$ cat config.mk
export PLATFORM = sky130hd
export DESIGN_NAME = sbit_timer
export DESIGN_NICKNAME = d
export VERILOG_FILES = /design/src/hw/sbit_pkg.sv /design/src/hw/sbit_if.sv /design/src/hw/sbit_counter.sv /design/src/hw/sbit_timer.sv
export SDC_FILE = /design/constraint.sdc
export NUM_CORES = 1
export LEC_CHECK = 0
export ABC_AREA = 1
export BUFFER_PORTS_ARGS = -buffer_cell sky130_fd_sc_hd__buf_2
export CORE_ASPECT_RATIO = 1.1
export CORE_UTILIZATION = 50
export CTS_CLUSTER_DIAMETER = 50
export DETAILED_ROUTE_END_ITERATION = 12
export GPL_ROUTABILITY_DRIVEN = 0
export GPL_TIMING_DRIVEN = 0
export PLACE_DENSITY = 0.8
export SYNTH_ARGS = -nofsm -noshare
export SYNTH_HDL_FRONTEND = slang
export SYNTH_HIERARCHICAL = 1
export SYNTH_SLANG_ARGS = --single-unit
$ cat constraint.sdc
create_clock -name i_clk -period 2.3 [get_ports i_clk]
set_input_delay 0.23 -clock i_clk [delete_from_list [all_inputs] [get_ports i_clk]]
set_output_delay 0.23 -clock i_clk [all_outputs]
set_load 0.1 [all_outputs]
$ cat src/hw/sbit_pkg.sv
// package for the sixteen-bit interval timer: control word layout, modes, widths
// assumes nothing beyond a SystemVerilog compiler
package sbit_pkg;

  // ****************************************
  // control word layout
  // ****************************************
  localparam int unsigned CTRL_W            = 16;
  localparam int unsigned CLK_SRC_BIT       = 1;
  localparam int unsigned SYNC_EN_BIT       = 2;
  localparam int unsigned GATE_EN_BIT       = 6;
  localparam logic [15:0] CTRL_RESET        = 16'h0000;

  // ****************************************
  // counter and prescaler
  // ****************************************
  localparam int unsigned COUNT_W           = 16;
  localparam logic [15:0] COUNT_RESET       = 16'h0000;
  localparam int unsigned PRESCALE_W        = 8;
  localparam logic [7:0]  PRESCALE_RESET    = 8'h00;

  // ****************************************
  // modes
  // ****************************************
  typedef enum logic [1:0] {
    SBIT_TIMER       = 2'b00,
    SBIT_GATED_TIMER = 2'b01,
    SBIT_SYNC_COUNT  = 2'b10,
    SBIT_ASYNC_COUNT = 2'b11
  } sbit_mode_type;

  function automatic sbit_mode_type sbit_decode_mode(input logic [15:0] ctrl);
    sbit_mode_type m;
    m = SBIT_TIMER;
    if (ctrl[CLK_SRC_BIT]) begin
      m = ctrl[SYNC_EN_BIT] ? SBIT_SYNC_COUNT : SBIT_ASYNC_COUNT;
    end else if (ctrl[GATE_EN_BIT]) begin
      m = SBIT_GATED_TIMER;
    end
    return m;
  endfunction

endpackage

$ cat src/hw/sbit_if.sv
// interface carrying the tick and mode from the timer front end to its counter
// assumes both ends share i_clk
`timescale 1ns/1ps
interface sbit_if;
  import sbit_pkg::*;
  logic          tick;
  sbit_mode_type mode;
  modport front (output tick, output mode);
  modport count (input tick, input mode);
endinterface

$ cat src/hw/sbit_counter.sv
// counting stage: advances a count on each tick from the front end
// assumes ticks are single-cycle pulses in the i_clk domain
`timescale 1ns/1ps
module sbit_counter
  import sbit_pkg::*;
#(
  parameter int unsigned WIDTH = COUNT_W
) (
  // clock and reset
  input  wire logic             i_clk,
  input  wire logic             i_arst_n,
  input  wire logic             i_ce,
  // tick source
  sbit_if.count                 link,
  // count out
  output logic [WIDTH-1:0]      o_count
);

  initial begin
    if (WIDTH < 2 || WIDTH > 32) $error("sbit_counter: WIDTH out of range");
  end

  typedef struct packed {
    logic [WIDTH-1:0] count;
  } sbit_cnt_state_type;

  sbit_cnt_state_type state_reg;
  sbit_cnt_state_type state_next;

  always_comb begin
    state_next = state_reg;
    // free running: wraps at all ones
    if (link.tick) begin
      state_next.count = state_reg.count + WIDTH'(1);
    end
  end

  always_ff @(posedge i_clk or negedge i_arst_n) begin
    if (!i_arst_n) begin
      state_reg <= '0;
    end else if (i_ce) begin
      state_reg <= state_next;
    end
  end

  assign o_count = state_reg.count;

endmodule

$ cat src/hw/sbit_timer.sv
// sixteen-bit interval timer: mode decode, prescaler, optional sync, counter
// assumes inputs are synchronous to i_clk; the control word comes from a parent
//
// Function
// - free-running sixteen-bit timer or event counter
// - asynchronous counter mode counts external input
// - sync after prescaler, only when selected
// - timer modes count instruction-cycle clock
// - counter modes count external input pin
// - clock source select in control bit 1
// - external sync enable in control bit 2
// - gate enable in control bit 6
// - mode decode from source, sync, gate
`timescale 1ns/1ps
module sbit_timer
  import sbit_pkg::*;
#(
  parameter int unsigned WIDTH = COUNT_W,
  parameter int unsigned PS_W  = PRESCALE_W
) (
  // clock and reset
  input  wire logic             i_clk,
  input  wire logic             i_arst_n,
  input  wire logic             i_ce,
  // control word and prescale ratio
  input  wire logic [15:0]      i_primary_timer_control_word,
  input  wire logic [PS_W-1:0]  i_prescale_div,
  // clocks and pins
  input  wire logic             i_instruction_cycle_clock,
  input  wire logic             i_external_count_input,
  input  wire logic             i_gate,
  // status
  output logic [WIDTH-1:0]      o_count,
  output logic [1:0]            o_mode
);

  initial begin
    if (PS_W < 1 || PS_W > 16) $error("sbit_timer: PS_W out of range");
  end

  // ****************************************
  // state
  // ****************************************
  typedef struct packed {
    logic            ext_prev;
    logic [PS_W-1:0] ps_cnt;
    logic            ps_out;
    logic            sync1;
    logic            sync2;
    logic            sync_prev;
    logic            tick;
    logic [1:0]      mode;
  } sbit_state_type;

  sbit_state_type state_reg;
  sbit_state_type state_next;

  sbit_if        link ();
  sbit_mode_type mode;
  logic          src_edge;
  logic          ps_pulse;
  logic          ext_edge;

  // only the three documented bits matter; the rest are ignored
  assign mode = sbit_decode_mode(i_primary_timer_control_word);

  // ****************************************
  // next state
  // ****************************************
  always_comb begin
    state_next          = state_reg;
    state_next.mode     = mode;
    state_next.ext_prev = i_external_count_input;
    src_edge            = 1'b0;
    ps_pulse            = 1'b0;
    ext_edge            = i_external_count_input & ~state_reg.ext_prev;

    unique case (mode)
      SBIT_TIMER: begin
        src_edge = i_instruction_cycle_clock;
      end
      SBIT_GATED_TIMER: begin
        src_edge = i_instruction_cycle_clock & i_gate;
      end
      SBIT_SYNC_COUNT, SBIT_ASYNC_COUNT: begin
        src_edge = ext_edge;
      end
    endcase

    // prescaler divides source edges (cycle clock or external edges) by i_prescale_div + 1
    if (src_edge) begin
      if (state_reg.ps_cnt == i_prescale_div) begin
        state_next.ps_cnt = '0;
        ps_pulse          = 1'b1;
      end else begin
        state_next.ps_cnt = state_reg.ps_cnt + PS_W'(1);
      end
    end
    // prescaled output held as a level so the sync stage sees it
    if (ps_pulse) begin
      state_next.ps_out = ~state_reg.ps_out;
    end

    // sync stage sits after the prescaler
    state_next.sync1     = state_reg.ps_out;
    state_next.sync2     = state_reg.sync1;
    state_next.sync_prev = state_reg.sync2;

    // async path bypasses the sync stage; no stall on the device clock
    if (mode == SBIT_SYNC_COUNT) begin
      state_next.tick = state_reg.sync2 ^ state_reg.sync_prev;
    end else begin
      state_next.tick = ps_pulse;
    end
  end

  always_ff @(posedge i_clk or negedge i_arst_n) begin
    if (!i_arst_n) begin
      state_reg <= '0;
    end else if (i_ce) begin
      state_reg <= state_next;
    end
  end

  assign link.tick = state_reg.tick;
  assign link.mode = sbit_mode_type'(state_reg.mode);
  assign o_mode    = state_reg.mode;

  // ****************************************
  // counter
  // ****************************************
  sbit_counter #(
    .WIDTH    (WIDTH)
  ) u_counter (
    .i_clk    (i_clk),
    .i_arst_n (i_arst_n),
    .i_ce     (i_ce),
    .link     (link.count),
    .o_count  (o_count)
  );

endmodule

==> metrics.md, run 1 <==
| Metric | Value |
|---|---|
| Post-CTS Setup Repair Bufs | 0 |
| Crit path cell chain | buf_2 |
| CP top delay family | buffers and inverters |
| Die Wd | 60.7 µm |
| Final Hold Fails | 8 |
| WP buf/inv | 1 |
| Worst path slowest cell | buf_2 |
| Setup Viol. Count Final | 0 |
| CORE AREA | 0.00363 mm² |
| Root Driver | clkbuf_8 |
| Initial antenna violation count | 0 |
| DP HPWL | 2600 µm |
| Largest cells by area after synthesis | dfrtp_1 42%, nand2_1 16%, inv_1 6.9% |
| Worst-Margin Slew | 701 ps |
| Clk_lat worst skew | 280 ps |
| Mapped Cells | 246 |
| Max reg flops | 16 |
| Rows | 23 |
| Grt met2 use | 0.348 |
| Total GRT Usage | 0.205 |
| TritonCTS clock tree | done |
| First-pass iteration count of the detailed router | 4 |
| RSZ-0062 raised after global routing | no |
| Vias in the first global route | 1497 |
| Total power | 2.11 mW |
| Clock skew | 7.25 ps |
| First-pass GRT wire length | 6180 µm |
| Cell variety after synth | 29 |
| Worst setup EP type | output port |
| Total vias in the final route | 1616 |
| Slew Limit Fails | 0 |
| Via density | 4.78 |
| Residual DRC | 0 |
| Crit-path max FO | 4 |
| Post-CTS Hold Fix Bufs | 0 |
| Share of the synthesized area in the top cell type | 0.422 |
| #FFs+latches synth | 32 |
| Hold crit path type | primary input to asynchronous set/reset pin |
| Pin count of the biggest net entering global routing | 33 |
| DIE HEIGHT | 66.6 µm |
| Crit path largest cell delay | 460 ps |
| Multi-input logic area | 908 µm² |
| Status | complete, but fails checks |
| Mapped Nets | 278 |
| Pwr per Cell Area | 952 mW/mm² |
| Busiest layer in global routing | met2 |
| Hold Slack | -2.90 ps |
| Max-cap violations | 0 |
| Number of diodes | 0 |
| Post-route minimum period | 1400 ps |
| Post-route ant nets | 0 |
| I/O pins | 48 |
| Post-CTS Resized | 0 |
| Sequential Area | 801 µm² |
| Ys Warns | 6 |
| DR iter-0 viols | 151 |
| Total CTS buffers | 5 |
| Failing checks | negative hold slack |
| GRT overflow | 0 |
| Clock Path Buffers | 2 |
| Final setup TNS | 0 ps |
| I/O Buffers | 34 |
| FF-to-FF path depth | 8 |
| Synth-to-Final Area Change | 17.0% |
| Die ar. | 0.00404 mm² |
| Crit path DAT | 1170 ps |
| Share of cells above drive strength 1 | 0.229 |
| Sequential area share after synthesis | 0.422 |
| Worst-path clk slew | 70 ps |
| Crit path depth | 1 |
| F_max | 712 MHz |
| Worst relative slew slack | 0.533 |
| WP data required | 2070 ps |
| Type of origin of the critical path | register |
| Met1 Use GR | 0.243 |
| Mapped cell area | 0.00190 mm² |
| WS Path Type | register to output port |
| LEAKAGE | 1.18 nW |
| GRT met3 Usage | 0.0641 |
| Final-layout fill cell count | 339 |
| Maximum vdd drop | 0.344 mV |
| Synthesized area per cell | 7.71 µm² |
| Initial Util | 0.523 |
| WL final | 3440 µm |
| CTS Sinks | 32 |
| Fin crit share | 0.610 |
| CTS H-tree depth | 2 |
| Area leader, netlist | dfrtp_1 |
| NumNets Final | 319 |
| Wirelength per Cell | 10.2 µm |
| Reg-to-reg slack, setup | 930 ps |
==> power by group <==
group / switching, mW / internal, mW / total [mW] / leakage (nW)
logic: 0.649 / 0.237 / 0.885 / 0.739
registers: 0.121 / 0.667 / 0.788 / 0.399
clock network: 0.195 / 0.244 / 0.439 / 0.0455
==> synthesized netlist by cell type (all sizes together) <==
master  number
nand4        6
nand3       16
nor2        22
o211ai       1
nand2       89
o21ai        4
a21boi       2
nor3         3
inv         38
a21oi        3
nand3b       3
dfrtp       32
mux2         1
xnor2        8
buf          4
clkbuf       1
xor2        11
ha           2
==> through the flow <==
stage | instance area [µm²] | utilization | hold WS, ps | setup WS [ps] | instances
floorplan | 1900 | - | -65.6 | 307 | 246
global placement | 2130 | 0.587 | 318 | 987 | 330
detailed placement | 2130 | 0.587 | 321 | 959 | 330
CTS | 2220 | 0.612 | 14.0 | 875 | 338
global route | 2220 | 0.612 | 56.4 | 811 | 338
finish | 2220 | 0.612 | -2.90 | 896 | 338
==> path summary, 6_finish.rpt <==
path,from,end
worst min register to register,state_next[4],state_next[3]
worst max-delay path,u_counter/o_count[4],o_count[4]
worst max register to register,u_counter/o_count[1],u_counter/o_count[14]
max in group asynchronous,i_arst_n,u_counter/o_count[9]
min in group i_clk,i_external_count_input,state_reg[15]
worst min-delay path,i_arst_n,state_next[3]
==> area by class of cell <==
type,instances,area share
buffer,5,0.0186
clock buffer,8,0.0406
inverter,38,0.0654
multi-input combinational,171,0.409
sequential,32,0.361
tap,50,0.0282
timing repair buffer,34,0.0767
==> metal layers <==
metal | routed length (µm) | up-vias
li1 | - | 840
met1 | 1590 | 746
met2 | 1710 | 25
met3 | 106 | 5
met4 | 38 | 0
met5 | 0 | -
==> kinds of logic after synthesis <==
group	count (synthesis)	share of synthesized area
XOR/XNOR	19	0.0918
flip-flops	32	0.422
AND/OR/NAND/NOR	139	0.336
buffers and inverters	43	0.0984
AO/OA/AOI/OAI	10	0.0323
adder cells (fa/ha/maj)	2	0.0132
multiplexers	1	0.00594
==> cells in the final DEF, fill, tap and decap left out, types with 2 or more instances in the layout <==
cell type and n:
nor3_2 2, xor2_1 11, nand2_2 5, clkbuf_1 3
nand3b_1 3, buf_2 34, xnor2_1 7, nand2_1 83
nand4_1 6, nor2_4 2, nor2_2 4, buf_4 2
nand3_1 14, nand3_2 2, ha_1 2, buf_6 2
nor2_1 16, o21ai_0 4, inv_1 35, inv_2 2
clkbuf_8 6, a21boi_0 2, dfrtp_1 32, a21oi_1 2
Note: power is estimated with default switching activity, not from simulation.
==> inputs of run 2 (changes only) <==
- ABC_AREA: 1 -> 0
- PLACE_DENSITY: 0.8 -> 0.81
- clock period: 2.3 -> 1.3 ns (I/O delays scaled with it)
==> metrics.md, run 2 <==
| Metric | Value |
|---|---|
| Ys Warns | 6 |
| Critical path launch point | state_reg[8] |
| Cell variety after synth | 41 |
| Worst path slowest cell | dfrtp_2 |
| Wire length on met2 | 2160 µm |
| Clock Path Buffers | 2 |
| Mapped Nets | 183 |
| Most common cell after layout, fill and taps aside | buf_4 |
| CTS Sinks | 32 |
| Total GRT Usage | 0.225 |
| Most numerous cell in the Yosys netlist | dfrtp_1 |
| WL final | 4070 µm |
| Worst relative slew slack | 0.522 |
| Max-cap violations | 0 |
| Most frequent cells in the layout | 35 x buf_4, 16 x buf_2, 13 x dfrtp_1 |
| M1 wire length | 1660 µm |
| Worst flop-to-flop path startpoint | state_reg[8] |
| Die Wd | 58.1 µm |
| TritonCTS clock tree | done |
| FF-to-FF path depth | 5 |
| Crit path cell chain | xnor2_2, nand4_4, buf_4, o211ai_1, o221ai_1 |
| Multi-input logic area | 0.00105 mm² |
| Wirelength per Cell | 15.4 µm |
| Number of diodes | 0 |
| Die ar. | 0.00370 mm² |
| CTS H-tree depth | 2 |
| Logic pwr share | 0.443 |
| LEAKAGE | 1.20 nW |
| DP HPWL | 2320 µm |
| Crit path DAT | 1810 ps |
| Rows | 22 |
| Largest cells by area after synthesis | dfrtp_1 46%, xnor2_1 8.1%, mux2_2 3.9% |
| Clk_lat worst skew | 340 ps |
| Hold Slack | 39.6 ps |
| I/O pins | 48 |
| F_max | 620 MHz |
| Max reg flops | 16 |
| Clock network power share | 0.200 |
| Most used DFF post-synth | dfrtp_1 |
| Synthesized area per cell | 11.5 µm² |
| Setup Viol. Count Final | 15 |
| Top layer in use | met4 |
| Via density | 5.34 |
| Most frequent cells after synthesis | 32 x dfrtp_1, 16 x xnor2_1, 10 x inv_1 |
| Post-route ant nets | 0 |
| Post-synth EDFFs | 0 |
| Fin crit share | 1.24 |
| Residual DRC | 1 |
| Worst-Margin Slew | 716 ps |
| Internal power | 2.24 mW |
| Non-Filler Cell Area, Final | 0.00253 mm² |
| NumNets Final | 247 |
| Crit path to | state_reg[10] |
| GRT overflow | 0 |
| Slew Limit Fails | 0 |
| Type of origin of the critical path | register |
| Util after Layout | 0.759 |
| I/O Buffers | 34 |
| Total vias in the final route | 1410 |
| Sw Ratio | 0.418 |
| Worst setup EP type | register |
| First-pass iteration count of the detailed router | 8 |
| Mapped Cells | 151 |
| WS Path Type | register to register |
| Initial Util | 0.519 |
| Final-layout fill cell count | 219 |
| Metal3 WL | 214 µm |
| CORE AREA | 0.00333 mm² |
| Status | complete, but fails checks |
| Crit-path max FO | 6 |
| Flop pwr share | 0.357 |
| Vias in the first global route | 1355 |
| RSZ-0062 raised after global routing | yes |
| Dpl ws | -324 ps |
| Post-route minimum period | 1610 ps |
| R2r endpoint | state_reg[10] |
| Pwr per Cell Area | 1530 mW/mm² |
| Sequential Area | 850 µm² |
| Pin count of the biggest net entering global routing | 33 |
| Worst-path clk slew | 110 ps |
| Post-Place Cell Area | 0.00206 mm² |
| Synth-to-Final Area Change | 46.2% |
| #FFs+latches synth | 32 |
| Initial antenna violation count | 0 |
| Final worst slack | -314 ps |
| Failing checks | design-rule violations, negative setup slack |
| First-pass GRT wire length | 6230 µm |
| Async SR Flop Fraction | 1.00 |
| Crit path largest cell delay | 450 ps |
| Root Driver | clkbuf_4 |
| Clock skew | 11.2 ps |
| DR iter-0 viols | 101 |
| Share of the synthesized area in the top cell type | 0.463 |
| DIE HEIGHT | 63.7 µm |
| Reg-to-reg slack, setup | -310 ps |
| Maximum vdd drop | 1.59 mV |
| Final Hold Fails | 0 |
| Share of cells above drive strength 1 | 0.583 |
| Hold crit path type | primary input to register |
| Psw | 1.61 mW |
| Total CTS buffers | 5 |
| WP data required | 1500 ps |
| Sequential area share after synthesis | 0.463 |
| Area leader, netlist | dfrtp_1 |
| Mapped cell area | 0.00173 mm² |
run 2: how the worst min path moves through the flow:
stage / from / end / slack [ps] / cells past startpoint
CTS: i_external_count_input / state_reg[15] / 30 / 2
global route: i_external_count_input / state_reg[15] / 30 / 2
floorplan: i_arst_n / link.tick / -170 / 0
global placement: i_arst_n / u_counter/o_count[10] / 210 / 1
detailed placement: i_arst_n / u_counter/o_count[13] / 220 / 1
finish: i_external_count_input / state_reg[15] / 40 / 2
run 2: logic make-up (layout without fill, tap and decap cells):
group / after synthesis / after routing / synth area share
buffers and inverters: 16 / 80 / 0.0492
adder cells (fa/ha/maj): 2 / 2 / 0.0145
XOR/XNOR: 25 / 25 / 0.135
multiplexers: 8 / 8 / 0.0506
AO/OA/AOI/OAI: 20 / 20 / 0.0868
AND/OR/NAND/NOR: 48 / 49 / 0.200
flip-flops: 32 / 32 / 0.463
run 2: per-layer routing:
metal  vias to the layer above  track usage
li1                        670            -
met4                         0       0.0506
met1                       699        0.282
met5                         -            0
met2                        39        0.378
met3                         2       0.0698
run 2: cell type report:
| cell class | count | share of cell area |
|---|---|---|
| Buffer | 6 | 0.0193 |
| Clock inverter | 3 | 0.0168 |
| Sequential cell | 32 | 0.336 |
| Tap cell | 48 | 0.0238 |
| Clock buffer | 5 | 0.0149 |
| Inverter | 10 | 0.0149 |
| Timing Repair Buffer | 56 | 0.160 |
| Multi-Input combinational cell | 104 | 0.414 |
run 2: power by group through the flow:
| stage | registers (mW) | logic (mW) | clock network [mW] |
|---|---|---|---|
| after floorplan | 1.89 | 0.531 | 0 |
| after global placement | 1.38 | 1.25 | 0 |
| after detailed placement | 1.40 | 1.28 | 0 |
| after CTS | 1.37 | 1.56 | 0.788 |
| after global routing | 1.40 | 1.81 | 0.834 |
| final | 1.38 | 1.71 | 0.772 |
run 2: timing repair:
| action | CTS | global route |
|---|---|---|
| endpoints found under the hold margin | 32 | 0 |
| pin swaps | 12 | 9 |
| hold buffers | 1 | 0 |
| gates cloned | 1 | 0 |
| setup endpoints to repair | 30 | 18 |
| setup buffers | 16 | 5 |
| resized for setup | 34 | 17 |
run 2: stage by stage:
| stage | total power, mW | cells | setup TNS, ps |
|---|---|---|---|
| after global routing | 4.04 | 264 | -2890 |
| after floorplan | 2.43 | 151 | -1960 |
| after detailed placement | 2.68 | 233 | -2830 |
| after CTS | 3.72 | 259 | -1610 |
| final | 3.86 | 264 | -2190 |
| after global placement | 2.63 | 233 | -2310 |
run 2: critical path, delay by kind of cell, from the launching register on:
kind | cells | cell delay (ps)
AOI/OAI and AO/OA | 2 | 400
buffers and inverters | 1 | 210
xor gates and xnor gates | 1 | 220
DFF | 1 | 450
and+or+nand+nor | 1 | 180
==> inputs of run 3 (changes only) <==
- SETUP_SLACK_MARGIN: default -> 0.15
==> metrics.md, run 3 (synthesized netlist as in run 2, its figures left out) <==
| Metric | Value |
|---|---|
| Type of origin of the critical path | register |
| Crit path cell chain | ha_1, nand3_1, or3_1, o221ai_1 |
| Worst-path clk slew | 120 ps |
| WS Path Type | register to register |
| Final worst slack | -317 ps |
| Worst relative slew slack | 0.518 |
| Via density | 5.84 |
| LEAKAGE | 1.36 nW |
| TritonCTS clock tree | done |
| Die Wd | 58.1 µm |
| Total GRT Usage | 0.264 |
| Fin crit share | 1.24 |
| GRT overflow | 0 |
| Share of cells above drive strength 1 | 0.634 |
| Maximum vdd drop | 1.69 mV |
| WP buf/inv | 0 |
| Final setup TNS | -3350 ps |
| I/O pins | 48 |
| Slew Limit Fails | 0 |
| DIE HEIGHT | 63.7 µm |
| I/O Buffers | 34 |
| Worst-Margin Slew | 723 ps |
| Crit-path max FO | 5 |
| Total CTS buffers | 5 |
| NumNets Final | 263 |
| Crit path largest cell delay | 490 ps |
| Pin count of the biggest net entering global routing | 33 |
| Failing checks | design-rule violations, negative setup slack |
| WP data required | 1540 ps |
| Multi-input logic area | 0.00113 mm² |
| Crit path DAT | 1860 ps |
| Residual DRC | 1 |
| Total vias in the final route | 1635 |
| CTS Sinks | 32 |
| Clk_lat worst skew | 340 ps |
| Root Driver | clkbuf_4 |
| CTS H-tree depth | 2 |
| Die ar. | 0.00370 mm² |
| Status | complete, but fails checks |
| F_max | 618 MHz |
| Clock skew | 25.3 ps |
| Vias in the first global route | 1619 |
| Hold crit path type | primary input to register |
| Final Hold Fails | 0 |
| Synth-to-Final Area Change | 69.9% |
| First-pass iteration count of the detailed router | 8 |
| Rows | 22 |
| Setup Viol. Count Final | 19 |
| Worst setup EP type | register |
| Initial antenna violation count | 0 |
| Most frequent cells in the layout | 24 x buf_4, 16 x buf_6, 16 x buf_2 |
| Post-route ant nets | 0 |
| DR iter-0 viols | 114 |
| Wirelength per Cell | 21.1 µm |
| Worst path slowest cell | dfrtp_2 |
| Most common cell after layout, fill and taps aside | buf_4 |
| Final-layout fill cell count | 125 |
| Max-cap violations | 0 |
| CP top delay family | simple AND/OR/NAND/NOR gates |
| Pwr per Cell Area | 1540 mW/mm² |
| Initial Util | 0.519 |
| Clock Path Buffers | 2 |
| Util after Layout | 0.882 |
| Post-route minimum period | 1620 ps |
| CORE AREA | 0.00333 mm² |
| Hold Slack | 87.0 ps |
| RSZ-0062 raised after global routing | yes |
| Max reg flops | 16 |
| DP HPWL | 2230 µm |
| First-pass GRT wire length | 7300 µm |
| Sequential Area | 850 µm² |
| Number of diodes | 0 |
| WL final | 5920 µm |
## run 3: worst paths after layout
kind	endpoint	start	cells after the start	slack, ps
max	state_reg[13]	state_reg[7]	4	-320
min	state_reg[15]	i_external_count_input	2	90
max reg2reg	state_reg[13]	state_reg[7]	4	-320
min reg2reg	state_next[5]	state_next[5]	1	480
max in group asynchronous	u_counter/o_count[6]	i_arst_n	2	340
min in group asynchronous	state_reg[12]	i_arst_n	2	420
## run 3: timing repair
item,in CTS,in global routing
gates cloned,2,0
endpoints found under the hold margin,32,0
hold buffers,1,0
pin swaps,17,18
gates resized for setup,79,35
buffers inserted,27,9
setup endpoints to repair,36,38
## run 3: where the power goes
part           switching (mW)  total, mW  internal (mW)
logic                    1.25       2.33           1.09
clock network           0.362      0.766          0.403
registers               0.240       1.43           1.19
total                    1.85       4.52           2.68
## run 3: final cells by class
type,count,area share
well taps,48,0.0204
inverters,10,0.0128
flip-flops and latches,32,0.289
plain buffers,6,0.0192
repair buffers,71,0.249
clock buffers,6,0.0141
multi-input cells,105,0.383
clock inverters,2,0.0119
## run 3: metrics by stage
stage               power (mW)  area (µm²)  worst slack, ps  std cells
CTS                       4.11        2680             -149        271
finish                    4.52        2940             -317        280
floorplan                 2.43        1830             -299        151
global route              4.69        2940             -518        280
detailed placement        2.68        2060             -302        233
global placement          2.63        2060             -272        233
## run 3: metal layers
layer	track usage	routed length (µm)	vias up
met5	0	0	-
li1	-	-	707
met1	0.302	2280	829
met3	0.0513	314	22
met2	0.461	3110	77
met4	0.125	216	0
